`src/flash_pin_defines.svh`:
```
// constants of the serial flash pin control front end
`ifndef FLASH_PIN_DEFINES_SVH
`define FLASH_PIN_DEFINES_SVH

// pin configuration codes
`define PIN_CFG_DEDICATED_RESET 2'h0
`define PIN_CFG_SHARED_RESET 2'h1
`define PIN_CFG_SHARED_PAUSE 2'h2
`define PIN_CFG_LAST 2'h2

// field positions
`define STATUS_WRITE_DISABLE_BIT 7
`define CFG_RESET_PAUSE_BIT 4

// reset values
`define STATUS_WRITE_DISABLE_RESET 1'h0
`define DQ_OE_N_IDLE 4'hF
`define DQ_OUT_IDLE 4'h0

// lane masks
`define LANES_X1_IN 4'h1
`define LANES_X1_OUT 4'h2
`define LANES_X2 4'h3
`define LANES_X4 4'hF

`endif

```
`src/flash_pin_pkg.sv`:
```
// types of the serial flash pin control front end
`default_nettype none
package flash_pin_pkg;

  typedef enum logic [1:0] {
    extended_protocol,
    dual_line_protocol,
    quad_line_protocol
  } protocol_t;

  typedef enum logic [1:0] {
    single_transfer_rate_x1,
    width_x2,
    width_x4
  } width_t;

  typedef enum logic [1:0] {
    LinkStandby,
    LinkActive,
    LinkPaused,
    LinkReset
  } link_t;

  typedef struct packed {
    logic clkMeta;
    logic clkSync;
    logic clkPrev;
    logic selMeta;
    logic selSync;
    logic selPrev;
    logic rstMeta;
    logic rstSync;
    logic [3:0] dqMeta;
    logic [3:0] dqSync;
    logic sawFall;
    link_t link;
    logic standby;
    logic [3:0] rxBits;
    logic rxValid;
    logic [3:0] dqOut;
    logic [3:0] dqOeN;
    logic wsDone;
    logic wsRefused;
    logic statusLocked;
  } state_t;

endpackage
`default_nettype wire

```
`src/serial_flash_pin_control.sv`:
```
// pin-level front end of a multi-line serial flash: select, clock, pins
`include "flash_pin_defines.svh"
`timescale 1ns/1ps
`default_nettype none

module serial_flash_pin_control #(
  parameter logic [1:0] PIN_CFG = `PIN_CFG_SHARED_PAUSE
) (
  // clock and reset
  input wire logic core_clk,
  input wire logic rst,
  // flash pins
  input wire logic sclk,
  input wire logic selN,
  input wire logic resetPinN,
  input wire logic [3:0] dqIn,
  output logic [3:0] dqOut,
  output logic [3:0] dqOeN,
  // configuration
  input wire flash_pin_pkg::protocol_t protocol,
  input wire logic dtrEnable,
  input wire logic [15:0] nvConfig,
  input wire logic [7:0] evConfig,
  input wire logic [7:0] statusReg,
  // command context from the decoder
  input wire logic cmdPhase,
  input wire flash_pin_pkg::width_t cmdWidth,
  input wire logic internalBusy,
  input wire logic txEnable,
  input wire logic [3:0] txBits,
  input wire logic statusWriteReq,
  // captured data and status
  output logic [3:0] rxBits,
  output logic rxValid,
  output logic standby,
  output logic active,
  output logic paused,
  output logic inReset,
  output logic statusWriteDone,
  output logic statusWriteRefused,
  output logic statusLocked
);

  if (PIN_CFG > `PIN_CFG_LAST)
  begin : g_bad_cfg
    $error("PIN_CFG out of range");
  end

  flash_pin_pkg::state_t st;
  flash_pin_pkg::state_t next_st;

  // --------------------------------------------------------------
  // helpers
  // --------------------------------------------------------------
  function automatic flash_pin_pkg::width_t effWidth(
    input flash_pin_pkg::protocol_t p,
    input flash_pin_pkg::width_t w
  );
    if (p == flash_pin_pkg::quad_line_protocol)
    begin
      return flash_pin_pkg::width_x4;
    end
    if (p == flash_pin_pkg::dual_line_protocol)
    begin
      return flash_pin_pkg::width_x2;
    end
    return w;
  endfunction

  function automatic logic [3:0] inMask(input flash_pin_pkg::width_t w);
    unique case (w)
      flash_pin_pkg::single_transfer_rate_x1: return `LANES_X1_IN;
      flash_pin_pkg::width_x2: return `LANES_X2;
      flash_pin_pkg::width_x4: return `LANES_X4;
      default: return `LANES_X1_IN;
    endcase
  endfunction

  function automatic logic [3:0] outMask(input flash_pin_pkg::width_t w);
    unique case (w)
      flash_pin_pkg::single_transfer_rate_x1: return `LANES_X1_OUT;
      flash_pin_pkg::width_x2: return `LANES_X2;
      flash_pin_pkg::width_x4: return `LANES_X4;
      default: return `LANES_X1_OUT;
    endcase
  endfunction

  function automatic logic [3:0] placeTx(
    input flash_pin_pkg::width_t w,
    input logic [3:0] b
  );
    unique case (w)
      flash_pin_pkg::single_transfer_rate_x1: return {2'h0, b[0], 1'h0};
      flash_pin_pkg::width_x2: return {2'h0, b[1:0]};
      flash_pin_pkg::width_x4: return b;
      default: return 4'h0;
    endcase
  endfunction

  // --------------------------------------------------------------
  // next state
  // --------------------------------------------------------------
  logic rise;
  logic fall;
  logic quadProto;
  logic cfgOff;
  logic resetHit;
  logic pauseHit;
  logic takeEdge;
  logic driveEdge;
  logic wpIsData;
  flash_pin_pkg::width_t w;

  always_comb
  begin
    next_st = st;
    next_st.clkMeta = sclk;
    next_st.clkSync = st.clkMeta;
    next_st.clkPrev = st.clkSync;
    next_st.selMeta = selN;
    next_st.selSync = st.selMeta;
    next_st.selPrev = st.selSync;
    next_st.rstMeta = resetPinN;
    next_st.rstSync = st.rstMeta;
    next_st.dqMeta = dqIn;
    next_st.dqSync = st.dqMeta;
    next_st.rxValid = 1'h0;
    next_st.wsDone = 1'h0;
    next_st.wsRefused = 1'h0;
    rise = st.clkSync & ~st.clkPrev;
    fall = ~st.clkSync & st.clkPrev;
    quadProto = (protocol == flash_pin_pkg::quad_line_protocol);
    w = effWidth(protocol, cmdWidth);
    // disabling bit: a zero in either register turns the function off
    cfgOff = ~nvConfig[`CFG_RESET_PAUSE_BIT] |
      ~evConfig[`CFG_RESET_PAUSE_BIT];
    if (PIN_CFG == `PIN_CFG_DEDICATED_RESET)
    begin
      resetHit = ~cfgOff & ~st.rstSync;
    end
    else if (PIN_CFG == `PIN_CFG_SHARED_RESET)
    begin
      resetHit = ~cfgOff & ~quadProto & ~st.selSync &
        ~st.dqSync[3];
    end
    else
    begin
      resetHit = 1'h0;
    end
    pauseHit = (PIN_CFG == `PIN_CFG_SHARED_PAUSE) & ~cfgOff & ~quadProto &
      ~dtrEnable & ~st.selSync & ~st.dqSync[3];
    // commands only on rising; data per transfer rate
    takeEdge = (cmdPhase | ~dtrEnable) ? rise : (rise | fall);
    driveEdge = dtrEnable ? (rise | fall) : fall;
    wpIsData = quadProto | (w == flash_pin_pkg::width_x4);
    if (st.selPrev & ~st.selSync)
    begin
      next_st.sawFall = 1'h1;
    end
    if (resetHit)
    begin
      next_st.link = flash_pin_pkg::LinkReset;
      next_st.sawFall = 1'h0;
    end
    else if (st.selSync)
    begin
      next_st.link = flash_pin_pkg::LinkStandby;
    end
    else if (~st.sawFall & ~(st.selPrev & ~st.selSync))
    begin
      next_st.link = flash_pin_pkg::LinkStandby;
    end
    else if (pauseHit)
    begin
      next_st.link = flash_pin_pkg::LinkPaused;
    end
    else
    begin
      next_st.link = flash_pin_pkg::LinkActive;
    end
    // standby only once internal cycles have completed
    next_st.standby = (next_st.link == flash_pin_pkg::LinkStandby) &
      ~internalBusy;
    if (next_st.link == flash_pin_pkg::LinkActive)
    begin
      if (takeEdge)
      begin
        next_st.rxBits = st.dqSync & inMask(w);
        next_st.rxValid = 1'h1;
      end
      if (txEnable)
      begin
        next_st.dqOeN = ~outMask(w);
        if (driveEdge)
        begin
          next_st.dqOut = placeTx(w, txBits);
        end
      end
      else
      begin
        next_st.dqOeN = `DQ_OE_N_IDLE;
      end
    end
    else
    begin
      next_st.dqOeN = `DQ_OE_N_IDLE;
    end
    if (next_st.link == flash_pin_pkg::LinkReset)
    begin
      next_st.dqOut = `DQ_OUT_IDLE;
      next_st.rxBits = 4'h0;
    end
    // protection holds until write-protect returns high
    next_st.statusLocked = statusReg[`STATUS_WRITE_DISABLE_BIT] &
      ~st.dqSync[2] & ~wpIsData;
    if (statusWriteReq & (st.link == flash_pin_pkg::LinkActive))
    begin
      next_st.wsDone = ~next_st.statusLocked;
      next_st.wsRefused = next_st.statusLocked;
    end
  end

  always_ff @(posedge core_clk or posedge rst)
  begin
    if (rst)
    begin
      st <= '{clkMeta: 1'h0, clkSync: 1'h0, clkPrev: 1'h0,
        selMeta: 1'h1, selSync: 1'h1, selPrev: 1'h1,
        rstMeta: 1'h1, rstSync: 1'h1, dqMeta: 4'hF, dqSync: 4'hF,
        sawFall: 1'h0, link: flash_pin_pkg::LinkStandby,
        standby: 1'h1, rxBits: 4'h0, rxValid: 1'h0,
        dqOut: `DQ_OUT_IDLE, dqOeN: `DQ_OE_N_IDLE,
        wsDone: 1'h0, wsRefused: 1'h0,
        statusLocked: `STATUS_WRITE_DISABLE_RESET};
    end
    else
    begin
      st <= next_st;
    end
  end

  // --------------------------------------------------------------
  // outputs
  // --------------------------------------------------------------
  assign dqOut = st.dqOut;
  assign dqOeN = st.dqOeN;
  assign rxBits = st.rxBits;
  assign rxValid = st.rxValid;
  assign standby = st.standby;
  assign active = (st.link == flash_pin_pkg::LinkActive);
  assign paused = (st.link == flash_pin_pkg::LinkPaused);
  assign inReset = (st.link == flash_pin_pkg::LinkReset);
  assign statusWriteDone = st.wsDone;
  assign statusWriteRefused = st.wsRefused;
  assign statusLocked = st.statusLocked;
endmodule // serial_flash_pin_control

`default_nettype wire

```
`config.mk`:
```
export PLATFORM = sky130hd
export DESIGN_NAME = serial_flash_pin_control
export DESIGN_NICKNAME = d
export VERILOG_FILES = /design/src/flash_pin_pkg.sv /design/src/serial_flash_pin_control.sv
export VERILOG_INCLUDE_DIRS = /design/src
export SDC_FILE = /design/constraint.sdc
export NUM_CORES = 1
export LEC_CHECK = 0
export ABC_AREA = 0
export ABC_CLOCK_PERIOD_IN_PS = 2100
export BUFFER_PORTS_ARGS = -buffer_cell sky130_fd_sc_hd__buf_2
export CAP_MARGIN = 20
export CORE_ASPECT_RATIO = 1.5
export CORE_UTILIZATION = 44
export CTS_CLUSTER_DIAMETER = 120
export DETAILED_ROUTE_END_ITERATION = 10
export PLACE_DENSITY = 0.88
export SYNTH_ARGS = -nofsm -noshare
export SYNTH_HDL_FRONTEND = slang
export SYNTH_SLANG_ARGS = --single-unit
export TNS_END_PERCENT = 30
```
`constraint.sdc`:
```
create_clock -name core_clk -period 2.1 [get_ports core_clk]
set_clock_uncertainty 0.1 [all_clocks]
set_input_delay 0.21 -clock core_clk [delete_from_list [all_inputs] [get_ports core_clk]]
set_output_delay 0.21 -clock core_clk [all_outputs]
set_load 0.1 [all_outputs]
```
=== Word-level counts from Yosys, hierarchy flattened ===
Cells that the tools add are included.
W data, S select, Z words.

* Register bits after elaboration: 34
* Output and inout bits: 20
* Logic and storage cells: 96

* Eq/ne operators: 9
* Muxes and demuxes: 28
* Bitwise operators: 33
* Reduce and logical (&&, ||, !) cells: 8

{| class="wikitable"
|+ Operators by type and width
! operator !! number
|-
| $mux W4 || 10
|-
| $mux W2 || 8
|-
| $pmux W4 S2 || 2
|-
| $not A1 Y1 || 15
|-
| $and A1 B1 Y1 || 12
|-
| $pmux W4 S3 || 1
|-
| $eq A2 B2 Y1 const B || 5
|-
| $mux W9 || 1
|-
| $eq A2 B1 Y1 const B || 4
|-
| $reduce_bool A2 Y1 || 4
|-
| $mux W1 || 5
|-
| $mux W5 || 1
|-
| $and A4 B4 Y4 || 1
|-
| $logic_not A2 Y1 || 2
|-
| $not A4 Y4 || 1
|-
| $or A1 B1 Y1 || 4
|-
| $reduce_and A3 Y1 || 1
|-
| $reduce_and A2 Y1 || 1
|}

=== Longest topological paths before layout ===
* Depth after elaboration: 16
* Mapped depth: 8
* Mapped depth without buffers: 8

=== Least setup slack after synthesis ===
OpenSTA, ideal clock, no wires.

* Path kind: reg-to-reg
* Start: register st[18] in the netlist's numbering
* End: register st, in the netlist statusWriteRefused
* Data arrival time: 2,048 ps
* Data required time: 1,927 ps
* Setup slack: -121 ps
* Stages on the path, launching flop included: 3
* Period minus slack after synthesis: 2,221 ps
* Path through: dfrtp_1 nor2b_1 and3_1

{| class="wikitable"
|+ RTL lines
! element !! RTL line !! source
|-
| from (decl) || serial_flash_pin_control.sv:49 || <nowiki>flash_pin_pkg::state_t st;</nowiki>
|-
| from (signal assigned) || serial_flash_pin_control.sv:227 || <nowiki>st <= '{clkMeta: 1'h0, clkSync: 1'h0, clkPrev: 1'h0,</nowiki>
|-
| from (signal assigned) || serial_flash_pin_control.sv:238 || <nowiki>st <= next_st;</nowiki>
|}

==> out/qor.yml <==
status:
  status: "complete, no violations"
floorplan:
  die_h_um: 71.92
  core_area_mm2: 0.003128
  dieArea_mm2: 0.003496
  ios: 74
  start_util_pct: 45.84
  rows: 25
  dieWidth_um: 48.61
sta:
  fin_setup_tns_ps: 0
  setup_viol: 0
  hold_violations: 0
  fin_crit_sh_pct: 79.79
  drv_slew: 0
  relSlewSlack_pct: 67.68
  finalWorstPathRequiredPeriod_ps: 1676
  hold_ws_ps: 64.81
  rsz0062_at_grt: "false"
  worst_pin_slew_ps: 488.1
  fmax_mhz: 596.8
worst_hold_path:
  hp-class: "in -> reg"
layout:
  syn_to_final_growth_pct: 23.91
  fin_nets: 221
  diodes: 0
  final_layout_size_suffix_gt1_share_pct: 47.53
  fillers: 258
  instances_no_fill: 202
detailed_routing:
  vias_per_cell: 4.569
  drc_errors: 0
  antenna_left: 0
  drt_first_pass_iters: 4
  wl_per_cell_um: 12.29
  via_count: 923
  drt_iter0_markers: 15
  wl_um: 2483
synthesis:
  synth_area_leader_cell: "dfrtp_1"
  syn_area_per_cell_um2: 12.47
  synth_seq_cells: 33
  syn-cell-area_mm2: 0.001434
  synthArstFlopShare_pct: 100.0
  synthFlopType: "dfrtp_1"
  syn-num-nets: 175
  synth.most_common_cell: "dfrtp_1"
  yosysUniqueCellTypes: 30
  netlist_instances: 115
  yosysWarnings: 0
  ys_seq_area_share_pct: 58.90
  synth_area_leaders: "dfrtp_1 (31%), dfstp_2 (27%), buf_4 (6.3%)"
  synth-edff-count: 0
  synth_common_cells: "dfrtp_1 (18), dfstp_2 (15), buf_4 (12), inv_1 (12), nand2_1 (10)"
  synth_top_area_share_pct: 31.41
global_route:
  grt_pass1_vias: 1003
  grt_util_all_layers_pct: 16.84
  grt_overflow: 0
  grt_pass1_wl_um: 4146
  grt_max_degree: 34
  antenna_found_initial: 0
cts:
  cts_resized: 0
  path_clk_slew_ps: 70
  numCtsBuffers: 5
  cts_max_level: 2
  postCtsSetupRepairBufs: 0
  clockRootBuffer: "clkbuf_8"
  cts_tree: "yes"
  clockBufferDepth: 2
  numClockSinks: 33
  cts_hold_buffers: 9
  clock_latency_ps: 280
placement:
  dp.cells: 185
  dpl.hpwl_um: 1772
  finalWeightedCongestion: 0.8109
  io_buffers: 43
power:
  powerDensity_mw_per_mm2: 961.5
  power_mw: 1.708
  peakVddDrop_mv: 0.5848
  leakagePower_nw: 0.9078
worst_setup_path:
  path_class: "reg -> reg"
  cp-start-kind: "register"
  cp_data_required_time_ps: 2160
  worstPathMaxFanout: 5
  critPathCaptureType: "register"
  arrival_ps: 1740
run:
  cap_viol_max_count: 0
-- cell type report --
type / instances / area (um^2) / area share (%)
flip-flops and latches: 33 / 844.6 / 47.54
repair buffers: 53 / 312.8 / 17.61
clock inverters: 2 / 10.01 / 0.5634
well taps: 40 / 50.05 / 2.817
inverters: 12 / 45.04 / 2.535
clock buffers: 6 / 72.57 / 4.085
multi-input cells: 56 / 441.7 / 24.86
-- through the flow --
stage | util, % | cell area (um^2) | worst slack (ps)
after global placement | 51.28 | 1604 | 411.6
after floorplan | - | 1436 | 82.83
after global routing | 56.80 | 1777 | 374.8
final | 56.80 | 1777 | 424.5
after CTS | 56.80 | 1777 | 412.0
after detailed placement | 51.28 | 1604 | 337.4
-- logic make-up (layout without fill, tap and decap cells) --
logic type,after synthesis,in the layout,share of synthesized area [%]
multiplexers,9,9,7.155
adder cells (fa/ha/maj),6,6,5.235
AO/OA/AOI/OAI,8,8,5.235
buffers and inverters,26,73,10.47
AND/OR/NAND/NOR,33,33,13.00
flip-flops,33,33,58.90
-- where the power goes --
group	switching, mW	leakage [nW]	internal [mW]	total (mW)
logic	0.425	0.478	0.112	0.537
registers	0.0254	0.385	0.704	0.730
clock network	0.213	0.0450	0.229	0.442
total	0.663	0.908	1.05	1.71
-- cells in the final DEF, fill, tap and decap left out, types with 2 or more instances in the layout --
| cell type | n |
|---|---|
| buf_2 | 43 |
| nor2_1 | 7 |
| mux2i_1 | 5 |
| ha_1 | 6 |
| inv_1 | 12 |
| o21ai_0 | 2 |
| mux2_4 | 2 |
| nor2b_1 | 4 |
| clkinv_2 | 2 |
| a21o_1 | 2 |
| and3_1 | 2 |
| dlygate4sd3_1 | 9 |
| nand2_1 | 10 |
| clkbuf_8 | 5 |
| dfrtp_1 | 18 |
| dfstp_2 | 15 |
-- worst max-delay path: stages, from the launching register on --
cell	delay, ps
dfstp_2	520
and4bb_4	240
a21oi_4	220
o211ai_4	140
mux2_1	340
-- flip-flops by register name, indices dropped and copies added (netlist names), 3 cells and up --
signal,cells
next_st,8
rxBits,4
dqOeN,3
dqOut,4
st,9
-- worst paths after layout --
check	startpoint	to	slack [ps]	depth (start not counted)
max in group asynchronous	rst	next_st[31]	1100	4
hold / removal	statusWriteReq	statusWriteDone	60	3
setup / recovery	st[23]	rxBits[0]	420	4
min in group asynchronous	rst	rxBits[1]	460	4
setup reg to reg	st[23]	rxBits[0]	420	4
hold reg to reg	next_st[34]	next_st[33]	250	0
-- metal layers --
| metal | wire (um) | global-route usage [%] | up-vias |
|---|---|---|---|
| li1 | - | - | 440 |
| met4 | 129 | 16.01 | 0 |
| met2 | 1366 | 29.48 | 40 |
| met5 | 0 | 0 | - |
| met1 | 862 | 15.04 | 432 |
| met3 | 126 | 5.241 | 11 |
No activity file was read; power rests on OpenSTA's default activity.
